[src/slot_decode_map.svh]
// Register offsets, field positions, reset values and decode constants of the slot decoder.
`ifndef SLOT_DECODE_MAP_SVH
`define SLOT_DECODE_MAP_SVH

// ****************************************************************
// Register byte offsets
// ****************************************************************
`define SD_OFF_CFG      12'h000
`define SD_OFF_CTRL     12'h004
`define SD_OFF_STATUS   12'h008
`define SD_OFF_IOBASE   12'h00c
`define SD_OFF_MEMBASE  12'h010

// ****************************************************************
// Configuration register fields (one bit per switch, high = up)
// ****************************************************************
`define SD_CFG_IO_LSB   0
`define SD_CFG_IO_MSB   5
`define SD_CFG_MEM_LSB  8
`define SD_CFG_MEM_MSB  13
`define SD_CFG_INT_LSB  16
`define SD_CFG_INT_MSB  18
`define SD_CFG_DMA_BIT  24

// ****************************************************************
// Factory switch positions: I/O 300h, memory C0000h, level 5, channel 3
// ****************************************************************
`define SD_RST_IO_UP    6'h0f
`define SD_RST_MEM_UP   6'h0f
`define SD_RST_INT_UP   3'h2
`define SD_RST_DMA_UP   1'h1

// ****************************************************************
// Control register fields and reset value
// ****************************************************************
`define SD_CTRL_DMA_EN  0
`define SD_CTRL_CARD_EN 1
`define SD_RST_CTRL     2'h2

// ****************************************************************
// Status register fields
// ****************************************************************
`define SD_ST_IO_HIT    0
`define SD_ST_ROM_HIT   1
`define SD_ST_RAM_HIT   2
`define SD_ST_DACK      3
`define SD_ST_LVL_LSB   4
`define SD_ST_LVL_MSB   6
`define SD_ST_CH3       8
`define SD_ST_IRQ_ON    9
`define SD_ST_DRQ_ON    10

// ****************************************************************
// Memory window split: top 4 Kbyte of the 16 Kbyte window is RAM
// ****************************************************************
`define SD_RAM_PAGE     2'h3
`define SD_MIN_IRQ_LVL  3'h2

`endif

[src/slot_decode_pkg.sv]
// Types shared by the slot resource decoder.
`default_nettype none
package slot_decode_pkg;

  typedef struct packed {
    logic [19:0] addr;
    logic        aen;
    logic        ior_n;
    logic        iow_n;
    logic        memr_n;
    logic        memw_n;
    logic        dack1_n;
    logic        dack3_n;
  } host_bus_t;

  typedef struct packed {
    logic [5:0] io_up;
    logic [5:0] mem_up;
    logic [2:0] int_up;
    logic       dma_up;
  } switch_cfg_t;

  typedef struct packed {
    logic        io_sel;
    logic        rom_sel;
    logic        ram_sel;
    logic        wr;
    logic [13:0] offset;
  } card_sel_t;

endpackage
`default_nettype wire
[src/host_slot_resource_decode.sv]
// Expansion slot resource decoder with an APB register port.
`timescale 1ns/1ps
`default_nettype none
`include "slot_decode_map.svh"

module host_slot_resource_decode
  import slot_decode_pkg::*;
(
  input  wire logic        pclk,
  input  wire logic        presetn,
  input  wire logic        psel,
  input  wire logic        penable,
  input  wire logic        pwrite,
  input  wire logic [11:0] paddr,
  input  wire logic [31:0] pwdata,
  output var  logic [31:0] prdata,
  output var  logic        pready,
  output var  logic        pslverr,
  input  wire host_bus_t   host_bus,
  input  wire logic        card_irq_req,
  input  wire logic        card_dma_req,
  output var  card_sel_t   card_sel,
  output var  logic        card_dack,
  output var  logic [7:0]  irq_out,
  output var  logic [7:0]  irq_oe,
  output var  logic [3:0]  drq_out,
  output var  logic [3:0]  drq_oe
);

  // ****************************************************************
  // Helpers
  // ****************************************************************
  // Switches read as zero when up, so the compare value is the inverse.
  function automatic logic [5:0] addr_bits(input logic [5:0] up);
    addr_bits = ~up;
  endfunction

  function automatic logic [2:0] irq_level(input logic [2:0] up);
    irq_level = ~up;
  endfunction

  // Only reads reach the read-only store; a write below the RAM page is dropped.
  function automatic logic rom_read(input logic hit, input logic ram, input logic rd_n);
    rom_read = hit && !ram && !rd_n;
  endfunction

  // ****************************************************************
  // Declarations
  // ****************************************************************
  host_bus_t   bus_meta_r;
  host_bus_t   bus_r;
  switch_cfg_t cfg_r;
  logic [1:0]  ctrl_r;
  logic        access_r;
  logic        ack_phase;
  logic        wr_en;
  logic        io_hit;
  logic        mem_hit;
  logic        io_cycle;
  logic        mem_cycle;
  logic        ram_page;
  logic [2:0]  lvl;
  logic        ch3;
  logic        dack_sel;
  logic        dack_live;
  logic        irq_allowed;
  logic        irq_level_ok;
  logic        mapped;
  logic [31:0] rd_mux;
  logic [9:0]  io_base;
  logic [19:0] mem_base;
  logic        io_hit_r;
  logic        rom_hit_r;
  logic        ram_hit_r;
  logic        dack_r;

  // ****************************************************************
  // Host bus synchroniser
  // ****************************************************************
  // The host bus runs on its own timing, so every line passes two flops.
  always_ff @(posedge pclk or negedge presetn) begin
    if (!presetn) begin
      bus_meta_r <= '{addr: 20'h00000, aen: 1'b1, ior_n: 1'b1, iow_n: 1'b1,
                      memr_n: 1'b1, memw_n: 1'b1, dack1_n: 1'b1, dack3_n: 1'b1};
      bus_r      <= '{addr: 20'h00000, aen: 1'b1, ior_n: 1'b1, iow_n: 1'b1,
                      memr_n: 1'b1, memw_n: 1'b1, dack1_n: 1'b1, dack3_n: 1'b1};
    end else begin
      bus_meta_r <= host_bus;
      bus_r      <= bus_meta_r;
    end
  end

  // ****************************************************************
  // Address decode
  // ****************************************************************
  assign lvl       = irq_level(cfg_r.int_up);
  assign ch3       = cfg_r.dma_up;
  assign io_base   = {addr_bits(cfg_r.io_up), 4'h0};
  assign mem_base  = {addr_bits(cfg_r.mem_up), 14'h0000};
  assign io_cycle  = !bus_r.aen && (!bus_r.ior_n || !bus_r.iow_n);
  assign mem_cycle = !bus_r.memr_n || !bus_r.memw_n;
  // No overlap check against other cards is attempted here.
  assign io_hit    = ctrl_r[`SD_CTRL_CARD_EN] && io_cycle &&
                     (bus_r.addr[9:4] == addr_bits(cfg_r.io_up));
  assign mem_hit   = ctrl_r[`SD_CTRL_CARD_EN] && mem_cycle &&
                     (bus_r.addr[19:14] == addr_bits(cfg_r.mem_up));
  assign ram_page  = (bus_r.addr[13:12] == `SD_RAM_PAGE);

  // Writes into the read-only store are simply not selected.
  always_ff @(posedge pclk or negedge presetn) begin
    if (!presetn) begin
      card_sel <= '{io_sel: 1'b0, rom_sel: 1'b0, ram_sel: 1'b0, wr: 1'b0,
                    offset: 14'h0000};
    end else begin
      card_sel.io_sel  <= io_hit;
      card_sel.rom_sel <= rom_read(mem_hit, ram_page, bus_r.memr_n);
      card_sel.ram_sel <= mem_hit && ram_page;
      card_sel.wr      <= io_hit ? !bus_r.iow_n : !bus_r.memw_n;
      card_sel.offset  <= io_hit ? {10'h000, bus_r.addr[3:0]} : bus_r.addr[13:0];
    end
  end

  // ****************************************************************
  // Interrupt request line
  // ****************************************************************
  assign irq_level_ok = (lvl >= `SD_MIN_IRQ_LVL);
  assign irq_allowed  = ctrl_r[`SD_CTRL_DMA_EN] && irq_level_ok;

  // Only the selected level is ever enabled; a level below two is left alone
  // so a misset switch cannot fight the timer or keyboard line.
  always_ff @(posedge pclk or negedge presetn) begin
    if (!presetn) begin
      irq_out <= 8'h00;
      irq_oe  <= 8'h00;
    end else begin
      irq_out <= 8'h00;
      irq_oe  <= 8'h00;
      if (irq_allowed) begin
        irq_oe[lvl]  <= 1'b1;
        irq_out[lvl] <= card_irq_req;
      end
    end
  end

  // ****************************************************************
  // DMA channel routing
  // ****************************************************************
  assign dack_sel = ch3 ? !bus_r.dack3_n : !bus_r.dack1_n;
  // An acknowledge on the routed channel counts only while DMA is enabled.
  assign dack_live = dack_sel && ctrl_r[`SD_CTRL_DMA_EN];

  always_ff @(posedge pclk or negedge presetn) begin
    if (!presetn) begin
      drq_out   <= 4'h0;
      drq_oe    <= 4'h0;
      card_dack <= 1'b0;
    end else begin
      drq_out   <= 4'h0;
      drq_oe    <= 4'h0;
      card_dack <= dack_live;
      if (ctrl_r[`SD_CTRL_DMA_EN]) begin
        if (ch3) begin
          drq_oe[3]  <= 1'b1;
          drq_out[3] <= card_dma_req;
        end else begin
          drq_oe[1]  <= 1'b1;
          drq_out[1] <= card_dma_req;
        end
      end
    end
  end

  // ****************************************************************
  // Sticky activity flags for software
  // ****************************************************************
  // A new hit in the cycle of a status write still sets its flag.
  always_ff @(posedge pclk or negedge presetn) begin
    if (!presetn) begin
      io_hit_r  <= 1'b0;
      rom_hit_r <= 1'b0;
      ram_hit_r <= 1'b0;
      dack_r    <= 1'b0;
    end else begin
      if (wr_en && paddr == `SD_OFF_STATUS) begin
        if (pwdata[`SD_ST_IO_HIT])  io_hit_r  <= 1'b0;
        if (pwdata[`SD_ST_ROM_HIT]) rom_hit_r <= 1'b0;
        if (pwdata[`SD_ST_RAM_HIT]) ram_hit_r <= 1'b0;
        if (pwdata[`SD_ST_DACK])    dack_r    <= 1'b0;
      end
      if (io_hit) io_hit_r <= 1'b1;
      if (rom_read(mem_hit, ram_page, bus_r.memr_n)) rom_hit_r <= 1'b1;
      if (mem_hit && ram_page) ram_hit_r <= 1'b1;
      if (dack_live) dack_r <= 1'b1;
    end
  end

  // ****************************************************************
  // APB slave
  // ****************************************************************
  // One wait state keeps every bus output straight from a flop.
  assign ack_phase = psel && penable && !access_r;
  assign wr_en     = psel && penable && access_r && pwrite;
  assign mapped    = (paddr == `SD_OFF_CFG) || (paddr == `SD_OFF_CTRL) ||
                     (paddr == `SD_OFF_STATUS) || (paddr == `SD_OFF_IOBASE) ||
                     (paddr == `SD_OFF_MEMBASE);

  always_comb begin
    rd_mux = 32'h00000000;
    case (paddr)
      `SD_OFF_CFG: begin
        rd_mux[`SD_CFG_IO_MSB:`SD_CFG_IO_LSB]   = cfg_r.io_up;
        rd_mux[`SD_CFG_MEM_MSB:`SD_CFG_MEM_LSB] = cfg_r.mem_up;
        rd_mux[`SD_CFG_INT_MSB:`SD_CFG_INT_LSB] = cfg_r.int_up;
        rd_mux[`SD_CFG_DMA_BIT]                 = cfg_r.dma_up;
      end
      `SD_OFF_CTRL: begin
        rd_mux[1:0] = ctrl_r;
      end
      `SD_OFF_STATUS: begin
        rd_mux[`SD_ST_IO_HIT]               = io_hit_r;
        rd_mux[`SD_ST_ROM_HIT]              = rom_hit_r;
        rd_mux[`SD_ST_RAM_HIT]              = ram_hit_r;
        rd_mux[`SD_ST_DACK]                 = dack_r;
        rd_mux[`SD_ST_LVL_MSB:`SD_ST_LVL_LSB] = lvl;
        rd_mux[`SD_ST_CH3]                  = ch3;
        rd_mux[`SD_ST_IRQ_ON]               = irq_allowed;
        rd_mux[`SD_ST_DRQ_ON]               = ctrl_r[`SD_CTRL_DMA_EN];
      end
      `SD_OFF_IOBASE: begin
        rd_mux[9:0] = io_base;
      end
      `SD_OFF_MEMBASE: begin
        rd_mux[19:0] = mem_base;
      end
      default: begin
        rd_mux = 32'h00000000;
      end
    endcase
  end

  always_ff @(posedge pclk or negedge presetn) begin
    if (!presetn) begin
      access_r <= 1'b0;
      pready   <= 1'b0;
      pslverr  <= 1'b0;
      prdata   <= 32'h00000000;
    end else begin
      access_r <= ack_phase;
      pready   <= ack_phase;
      pslverr  <= ack_phase && !mapped;
      if (ack_phase && !pwrite) begin
        prdata <= rd_mux;
      end
    end
  end

  // ****************************************************************
  // Configuration and control registers
  // ****************************************************************
  // Reset brings back the shipped switch positions.
  always_ff @(posedge pclk or negedge presetn) begin
    if (!presetn) begin
      cfg_r <= '{io_up: `SD_RST_IO_UP, mem_up: `SD_RST_MEM_UP,
                 int_up: `SD_RST_INT_UP, dma_up: `SD_RST_DMA_UP};
    end else if (wr_en && paddr == `SD_OFF_CFG) begin
      cfg_r.io_up  <= pwdata[`SD_CFG_IO_MSB:`SD_CFG_IO_LSB];
      cfg_r.mem_up <= pwdata[`SD_CFG_MEM_MSB:`SD_CFG_MEM_LSB];
      cfg_r.int_up <= pwdata[`SD_CFG_INT_MSB:`SD_CFG_INT_LSB];
      cfg_r.dma_up <= pwdata[`SD_CFG_DMA_BIT];
    end
  end

  always_ff @(posedge pclk or negedge presetn) begin
    if (!presetn) begin
      ctrl_r <= `SD_RST_CTRL;
    end else if (wr_en && paddr == `SD_OFF_CTRL) begin
      ctrl_r <= pwdata[1:0];
    end
  end

  // ****************************************************************
  // Elaboration checks
  // ****************************************************************
  // The register fields must match the six, six and three switch banks.
  if ((`SD_CFG_IO_MSB - `SD_CFG_IO_LSB != 5) || (`SD_CFG_MEM_MSB - `SD_CFG_MEM_LSB != 5) ||
      (`SD_CFG_INT_MSB - `SD_CFG_INT_LSB != 2)) begin : g_bad_field
    $error("switch field widths do not match the switch banks");
  end

endmodule
`default_nettype wire

[config.mk]
export PLATFORM = sky130hd
export DESIGN_NAME = host_slot_resource_decode
export DESIGN_NICKNAME = d
export VERILOG_FILES = /design/src/slot_decode_pkg.sv /design/src/host_slot_resource_decode.sv
export VERILOG_INCLUDE_DIRS = /design/src
export SDC_FILE = /design/constraint.sdc
export NUM_CORES = 1
export LEC_CHECK = 0
export ABC_AREA = 1
export BUFFER_PORTS_ARGS = -buffer_cell sky130_fd_sc_hd__buf_4
export CORE_MARGIN = 3
export CORE_UTILIZATION = 50
export DETAILED_ROUTE_END_ITERATION = 8
export GPL_ROUTABILITY_DRIVEN = 0
export GPL_TIMING_DRIVEN = 0
export PLACE_DENSITY = 0.82
export SYNTH_ARGS = -nofsm -noshare
export SYNTH_HDL_FRONTEND = slang
export SYNTH_SLANG_ARGS = --single-unit
[constraint.sdc]
create_clock -name pclk -period 3.05 [get_ports pclk]
set_clock_uncertainty 0.15 [all_clocks]
set_input_delay 0 -clock pclk [delete_from_list [all_inputs] [get_ports pclk]]
set_output_delay 0 -clock pclk [all_outputs]
set_load 0.05 [all_outputs]
==> results.json, run 1 <==
{
  "synthFlopType": "dfrtp_1",
  "slowest_stage": "dlygate4sd3_1",
  "fin_crit_ns": 2.80,
  "initial_core_util_pct": 52.3,
  "crit_chain": "dlygate4sd3_1, buf_4, nor2_4, nand3_1, dlygate4sd3_1, inv_1, nand3b_1, dlygate4sd3_1, a21oi_1, dlygate4sd3_1",
  "start_kind": "input pin",
  "synth_top_cell_by_area": "dfrtp_1",
  "routedWlPerCell_um": 16.4,
  "cts_buffer_depth": 2,
  "rows": 36,
  "ys_warn_count": 0,
  "ios": 155,
  "final_util_pct": 83.5,
  "fmax_mhz": 357,
  "outcome": "finished clean",
  "synth-edff-count": 0,
  "cts-root-buf": "clkbuf_8",
  "grt_pass1_wl_um": 23600,
  "tns_ns": 0,
  "die_area_mm2": 0.0116,
  "syn_to_final_growth_pct": 59.5,
  "nNetsFinal": 840,
  "report.final.slew_viol_count": 0,
  "synth_cell_types": 33,
  "die_h_um": 108,
  "final_common_cell": "buf_4",
  "antenna_found_initial": 0,
  "cts-buffers-inserted": 17,
  "cap_viol_max_count": 0,
  "core_mm2": 0.00991,
  "hpwl_um": 8210,
  "cts_setup_buffers": 0,
  "power_density_mw_per_mm2": 547,
  "grt_max_degree": 87,
  "synth_mux_area_share_pct": 0,
  "hold_path_class": "input pin to flop",
  "synth-async-reset-ratio_pct": 100,
  "cp.required_ns": 3.36,
  "die_x_um": 108,
  "worst-endpoint-arrival_ns": 3.11,
  "grt_usage_pct": 27.2,
  "setup_viol": 0,
  "drc": 0,
  "crit_path_frequent_cell": "dlygate4sd3_1",
  "n_antenna_cell": 0,
  "cp_max_fo": 4,
  "synth-xor-area-share_pct": 1.35,
  "drt_first_pass_iters": 6,
  "layout_common_cells": "buf_4 (138), dlygate4sd3_1 (124), dfrtp_1 (113)",
  "drtIter0Drc": 412,
  "synth_compound_area_share_pct": 4.58,
  "syn_area_mm2": 0.00519,
  "cts_htree_levels": 4,
  "synthCells": 476,
  "insertion_delay_ns": 0.53,
  "routed_wl_um": 14900,
  "first_global_vias": 4815,
  "vias_per_cell": 4.93,
  "rsz0062_at_grt": "false",
  "synth_area_per_cell_um2": 10.9,
  "ys_top_cells_by_area": "dfrtp_1 (55%), dfstp_2 (13%), nand2_1 (7.9%)",
  "crit_type": "input pin to flop",
  "end_kind": "flop",
  "ir_drop_uv": 515,
  "synth_simple_gate_area_share_pct": 19.5,
  "hold_viol_final": 0,
  "routed-via-count": 4472,
  "synthAdderAreaFrac_pct": 0,
  "postRouteAntennaNets": 0,
  "grt_overflow": 0,
  "tritoncts": "built",
  "path_clk_slew_ns": 0.06,
  "synth_top_family_by_area": "simple AND/OR/NAND/NOR gates",
  "layout-drive-gt1-share_pct": 31.1,
  "synth-seq-cells": 138,
  "cts_sinks": 138,
  "synth_top_area_share_pct": 54.5,
  "min_period_over_period_pct": 91.7,
  "numPortBuffers": 123,
  "cpPeakStageDelay_ns": 0.65,
  "synth-seq-area-share_pct": 67.2,
  "power_leakage_uw": 0.00415
}
## flip-flops by register name, summed over array words and instances, names as in the netlist, 2 cells and up
signal      cells
bus_meta_r     27
bus_r          27
prdata         21
card_sel       18
cfg_r          15
irq_oe          8
irq_out         8
ctrl_r          2
drq_oe          2
drq_out         2
## synthesized netlist by cell type, types with 2 or more instances
| cell | instances |
|---|---|
| a21oi_1 | 5 |
| buf_2 | 5 |
| buf_4 | 16 |
| buf_6 | 2 |
| buf_8 | 2 |
| dfrtp_1 | 113 |
| dfstp_2 | 25 |
| inv_1 | 46 |
| inv_2 | 2 |
| nand2_1 | 109 |
| nand2_2 | 7 |
| nand3_1 | 39 |
| nand3b_1 | 2 |
| nand4_1 | 3 |
| nor2_1 | 41 |
| nor2_2 | 3 |
| nor2_8 | 2 |
| nor3_1 | 9 |
| o21ai_0 | 5 |
| o21ai_1 | 6 |
| o21ai_2 | 14 |
| o31ai_1 | 3 |
| xnor2_1 | 4 |
| xor2_1 | 4 |
## final cells by class
type,instances,area [µm²]
inverter,48,183
clock buffer,19,432
clock inverter,13,200
tap,133,166
fill,515,1640
timing repair buffer,249,2220
buffer,25,198
multi-input combinational,283,1390
sequential,138,3480
## through the flow
step	setup slack, ns	hold slack (ns)	area, µm²	std cells	total power (µW)
after floorplan	1.38	-0.446	5260	494	2110
after global placement	1.40	-0.0406	6340	750	2250
after detailed placement	1.36	-0.180	6380	751	2260
after CTS	0.0702	0.0200	8260	907	4510
after global routing	0.174	0.103	8270	908	4650
final	0.252	0.0688	8270	908	4520
## layer usage
| layer | vias up | share of wire, % | GRT usage [%] |
|---|---|---|---|
| met4 | 0 | 3.8 | 13.5 |
| met5 | - | 0 | 0 |
| met1 | 2128 | 35 | 30.3 |
| li1 | 2038 | - | - |
| met2 | 243 | 53 | 47.6 |
| met3 | 63 | 7.7 | 7.50 |
## final timing paths
kind / start / end / slack (ns) / cells after the start
worst max-delay path: paddr[1] / ctrl_r[0] / 0.25 / 10
worst min-delay path: paddr[8] / prdata[0] / 0.07 / 8
worst max register to register: access_r / cfg_r[5] / 0.38 / 7
worst min register to register: bus_r[8] / card_sel[1] / 0.20 / 0
max in group asynchronous: presetn / cfg_r[5] / 1.88 / 4
min in group asynchronous: presetn / cfg_r[2] / 0.43 / 3
## power breakdown
group          switching (µW)  internal (µW)
clock network             759           1430
registers                23.1           1890
logic                     235            185
total                    1020           3510
## critical path, delay by kind of cell
kind | cells | cell delay [ns]
AOI/OAI and AO/OA | 1 | 0.15
buffers and inverters | 6 | 2.57
and+or+nand+nor | 3 | 0.39
## logic make-up (layout without fill, tap and decap cells)
family,Yosys count,after routing
simple gates,222,222
flops,138,138
buf+inv,73,354
compound gates,34,34
xor+xnor,8,8
other cells,1,19
## timing repair
item                                    in CTS  in global routing
endpoints found under the setup margin       0                 19
resized for setup                            0                  1
endpoints found under the hold margin      200                 12
hold buffers                               124                  3
Note: power is estimated with default switching activity, not from simulation.
==> inputs of run 2 (changes only) <==
--- a/config.mk
+++ b/config.mk
@@ -6,14 +6,13 @@
 export SDC_FILE = /design/constraint.sdc
 export NUM_CORES = 1
 export LEC_CHECK = 0
-export ABC_AREA = 1
 export BUFFER_PORTS_ARGS = -buffer_cell sky130_fd_sc_hd__buf_4
 export CORE_MARGIN = 3
 export CORE_UTILIZATION = 50
 export DETAILED_ROUTE_END_ITERATION = 8
 export GPL_ROUTABILITY_DRIVEN = 0
 export GPL_TIMING_DRIVEN = 0
-export PLACE_DENSITY = 0.82
+export PLACE_DENSITY = 0.83
 export SYNTH_ARGS = -nofsm -noshare
 export SYNTH_HDL_FRONTEND = slang
 export SYNTH_SLANG_ARGS = --single-unit
==> results.json, run 2 <==
{
  "biggestRegsByFlops": "bus_meta_r (27), bus_r (27), prdata (21)",
  "grt_pass1_wl_um": 20300,
  "numPortBuffers": 123,
  "cts_htree_levels": 4,
  "final_area_mm2": 0.00778,
  "drtIter0Drc": 215,
  "ys_warn_count": 0,
  "routed_wl_um": 12800,
  "hold_viol_final": 1,
  "core_mm2": 0.00937,
  "dpl-instance-area_mm2": 0.00607,
  "synth_common_cells": "dfrtp_1 (113), dfstp_2 (25), nand2_1 (21)",
  "synth_top_area_share_pct": 57.8,
  "tightest_slew_ns": 0.811,
  "synth-edff-count": 0,
  "drt_first_pass_iters": 5,
  "setup_viol": 0,
  "fin_crit_ns": 2.94,
  "rows": 35,
  "antenna_found_initial": 0,
  "ys_top_cells_by_area": "dfrtp_1 (58%), dfstp_2 (13%), mux2_4 (3.1%)",
  "nNetsFinal": 683,
  "first_global_vias": 3905,
  "grt_max_degree": 110,
  "hpwl_um": 7250,
  "syn_to_final_growth_pct": 59.0,
  "ios": 155,
  "report.final.slew_viol_count": 0,
  "fmax_mhz": 340,
  "hold_path_class": "input pin to flop",
  "violations": "negative hold slack",
  "outcome": "finished, violations left",
  "cp.required_ns": 3.30,
  "end_kind": "flop",
  "initial_core_util_pct": 52.2,
  "synth-seq-cells": 138,
  "syn_area_mm2": 0.00489,
  "die_area_mm2": 0.0110,
  "place_inst": 610,
  "start_kind": "input pin",
  "totalPowerFinal_uw": 4490,
  "die_x_um": 105,
  "drc": 0,
  "power_density_mw_per_mm2": 577,
  "synthCells": 339,
  "synth_top_cell_by_area": "dfrtp_1",
  "final_common_cell": "buf_4",
  "synth_cell_types": 41,
  "cp_max_fo": 3,
  "synth_area_per_cell_um2": 14.4,
  "insertion_delay_ns": 0.52,
  "cap_viol_max_count": 0,
  "grt_overflow": 0,
  "routedWlPerCell_um": 17.1,
  "min_period_over_period_pct": 96.5,
  "relSlewSlack_pct": 45.4,
  "synth-seq-area-share_pct": 71.2,
  "ir_drop_uv": 541,
  "tns_ns": 0,
  "synthFlopType": "dfrtp_1",
  "layout-drive-gt1-share_pct": 36.1,
  "die_h_um": 105,
  "tritoncts": "built",
  "layout_common_cells": "buf_4 (137), dfrtp_1 (113), dlygate4sd3_1 (104)",
  "rsz0062_at_grt": "false",
  "crit_type": "input pin to flop",
  "cts_sinks": 138,
  "cts-buffers-inserted": 17,
  "postRouteAntennaNets": 0,
  "routed-via-count": 3614,
  "power_leakage_uw": 0.00376,
  "cts_buffer_depth": 2,
  "finalHoldWorstSlack_ns": -0.0243,
  "finalNonFillerCells": 747,
  "grt_usage_pct": 24.0,
  "vias_per_cell": 4.84,
  "yosysMostFrequentCell": "dfrtp_1",
  "path_clk_slew_ns": 0.06,
  "worst-endpoint-arrival_ns": 3.19,
  "cts-root-buf": "clkbuf_8",
  "n_antenna_cell": 0,
  "synth-async-reset-ratio_pct": 100
}
run 2: cell types whose count changed after synthesis, moves of 10 or more:
cell / delta
o21ai_2: -14
nand2_1: -88
mux2_4: +10
clkbuf_1: +10
nor2_1: -23
nor2b_1: +12
nand3_1: -34
inv_1: -45
run 2: per-layer routing:
layer / vias up / GRT usage, % / part of all wire (%)
met2: 141 / 42.5 / 53
met5: - / 0 / 0
met4: 0 / 10.1 / 2.5
li1: 1670 / - / -
met1: 1776 / 27.8 / 38
met3: 27 / 5.87 / 6.4
run 2: stage by stage:
stage / worst slack, ns / util (%)
finish: 0.108 / 83.0
global route: 0.00285 / 83.0
global placement: 0.681 / 64.5
CTS: 0.103 / 82.7
floorplan: 0.983 / -
detailed placement: 0.576 / 64.8
run 2: path summary, 6_finish.rpt:
kind	depth (start not counted)	from	slack, ns	endpoint
setup / recovery	8	paddr[6]	0.11	prdata[7]
hold / removal	5	paddr[7]	-0.02	prdata[17]
setup reg to reg	5	cfg_r[10]	0.40	card_sel[14]
hold reg to reg	0	bus_meta_r[20]	0.20	bus_r[20]
max in group asynchronous	4	presetn	1.85	bus_meta_r[1]
min in group asynchronous	4	presetn	0.37	prdata[2]
run 2: critical path: stages:
cell	delay [ns]
dlygate4sd3_1	0.53
buf_4	0.13
or4_4	0.54
dlygate4sd3_1	0.63
nor4_2	0.30
dlygate4sd3_1	0.62
nand2_1	0.09
o41ai_1	0.35
run 2: area by class of cell:
cell class / count / area [µm²]
clock inverters: 14 / 209
well taps: 129 / 161
clock buffers: 18 / 428
flip-flops and latches: 138 / 3480
multi-input cells: 192 / 1320
plain buffers: 26 / 161
fillers: 487 / 1590
inverters: 1 / 3.75
repair buffers: 229 / 2020
run 2: power by group:
| part | total [µW] | switching, µW | internal [µW] |
|---|---|---|---|
| Clock | 2190 | 823 | 1370 |
| Combinational | 387 | 204 | 183 |
| Sequential | 1910 | 19.4 | 1890 |
run 2: timing repair:
action	CTS	global route
hold buffers	103	3
buffers inserted	0	0
hold endpoints to repair	218	5
endpoints found under the setup margin	0	4
resized for setup	0	1
run 2: cell families (layout without fill, tap and decap cells):
logic type | after synthesis | after routing | synth area share, %
other | 1 | 19 | 0.0767
buffers and inverters | 27 | 288 | 3.38
muxes | 28 | 28 | 6.98
and+or+nand+nor | 94 | 94 | 10.7
xor gates and xnor gates | 12 | 12 | 2.15
DFF | 138 | 138 | 71.2
AOI/OAI and AO/OA | 39 | 39 | 5.42
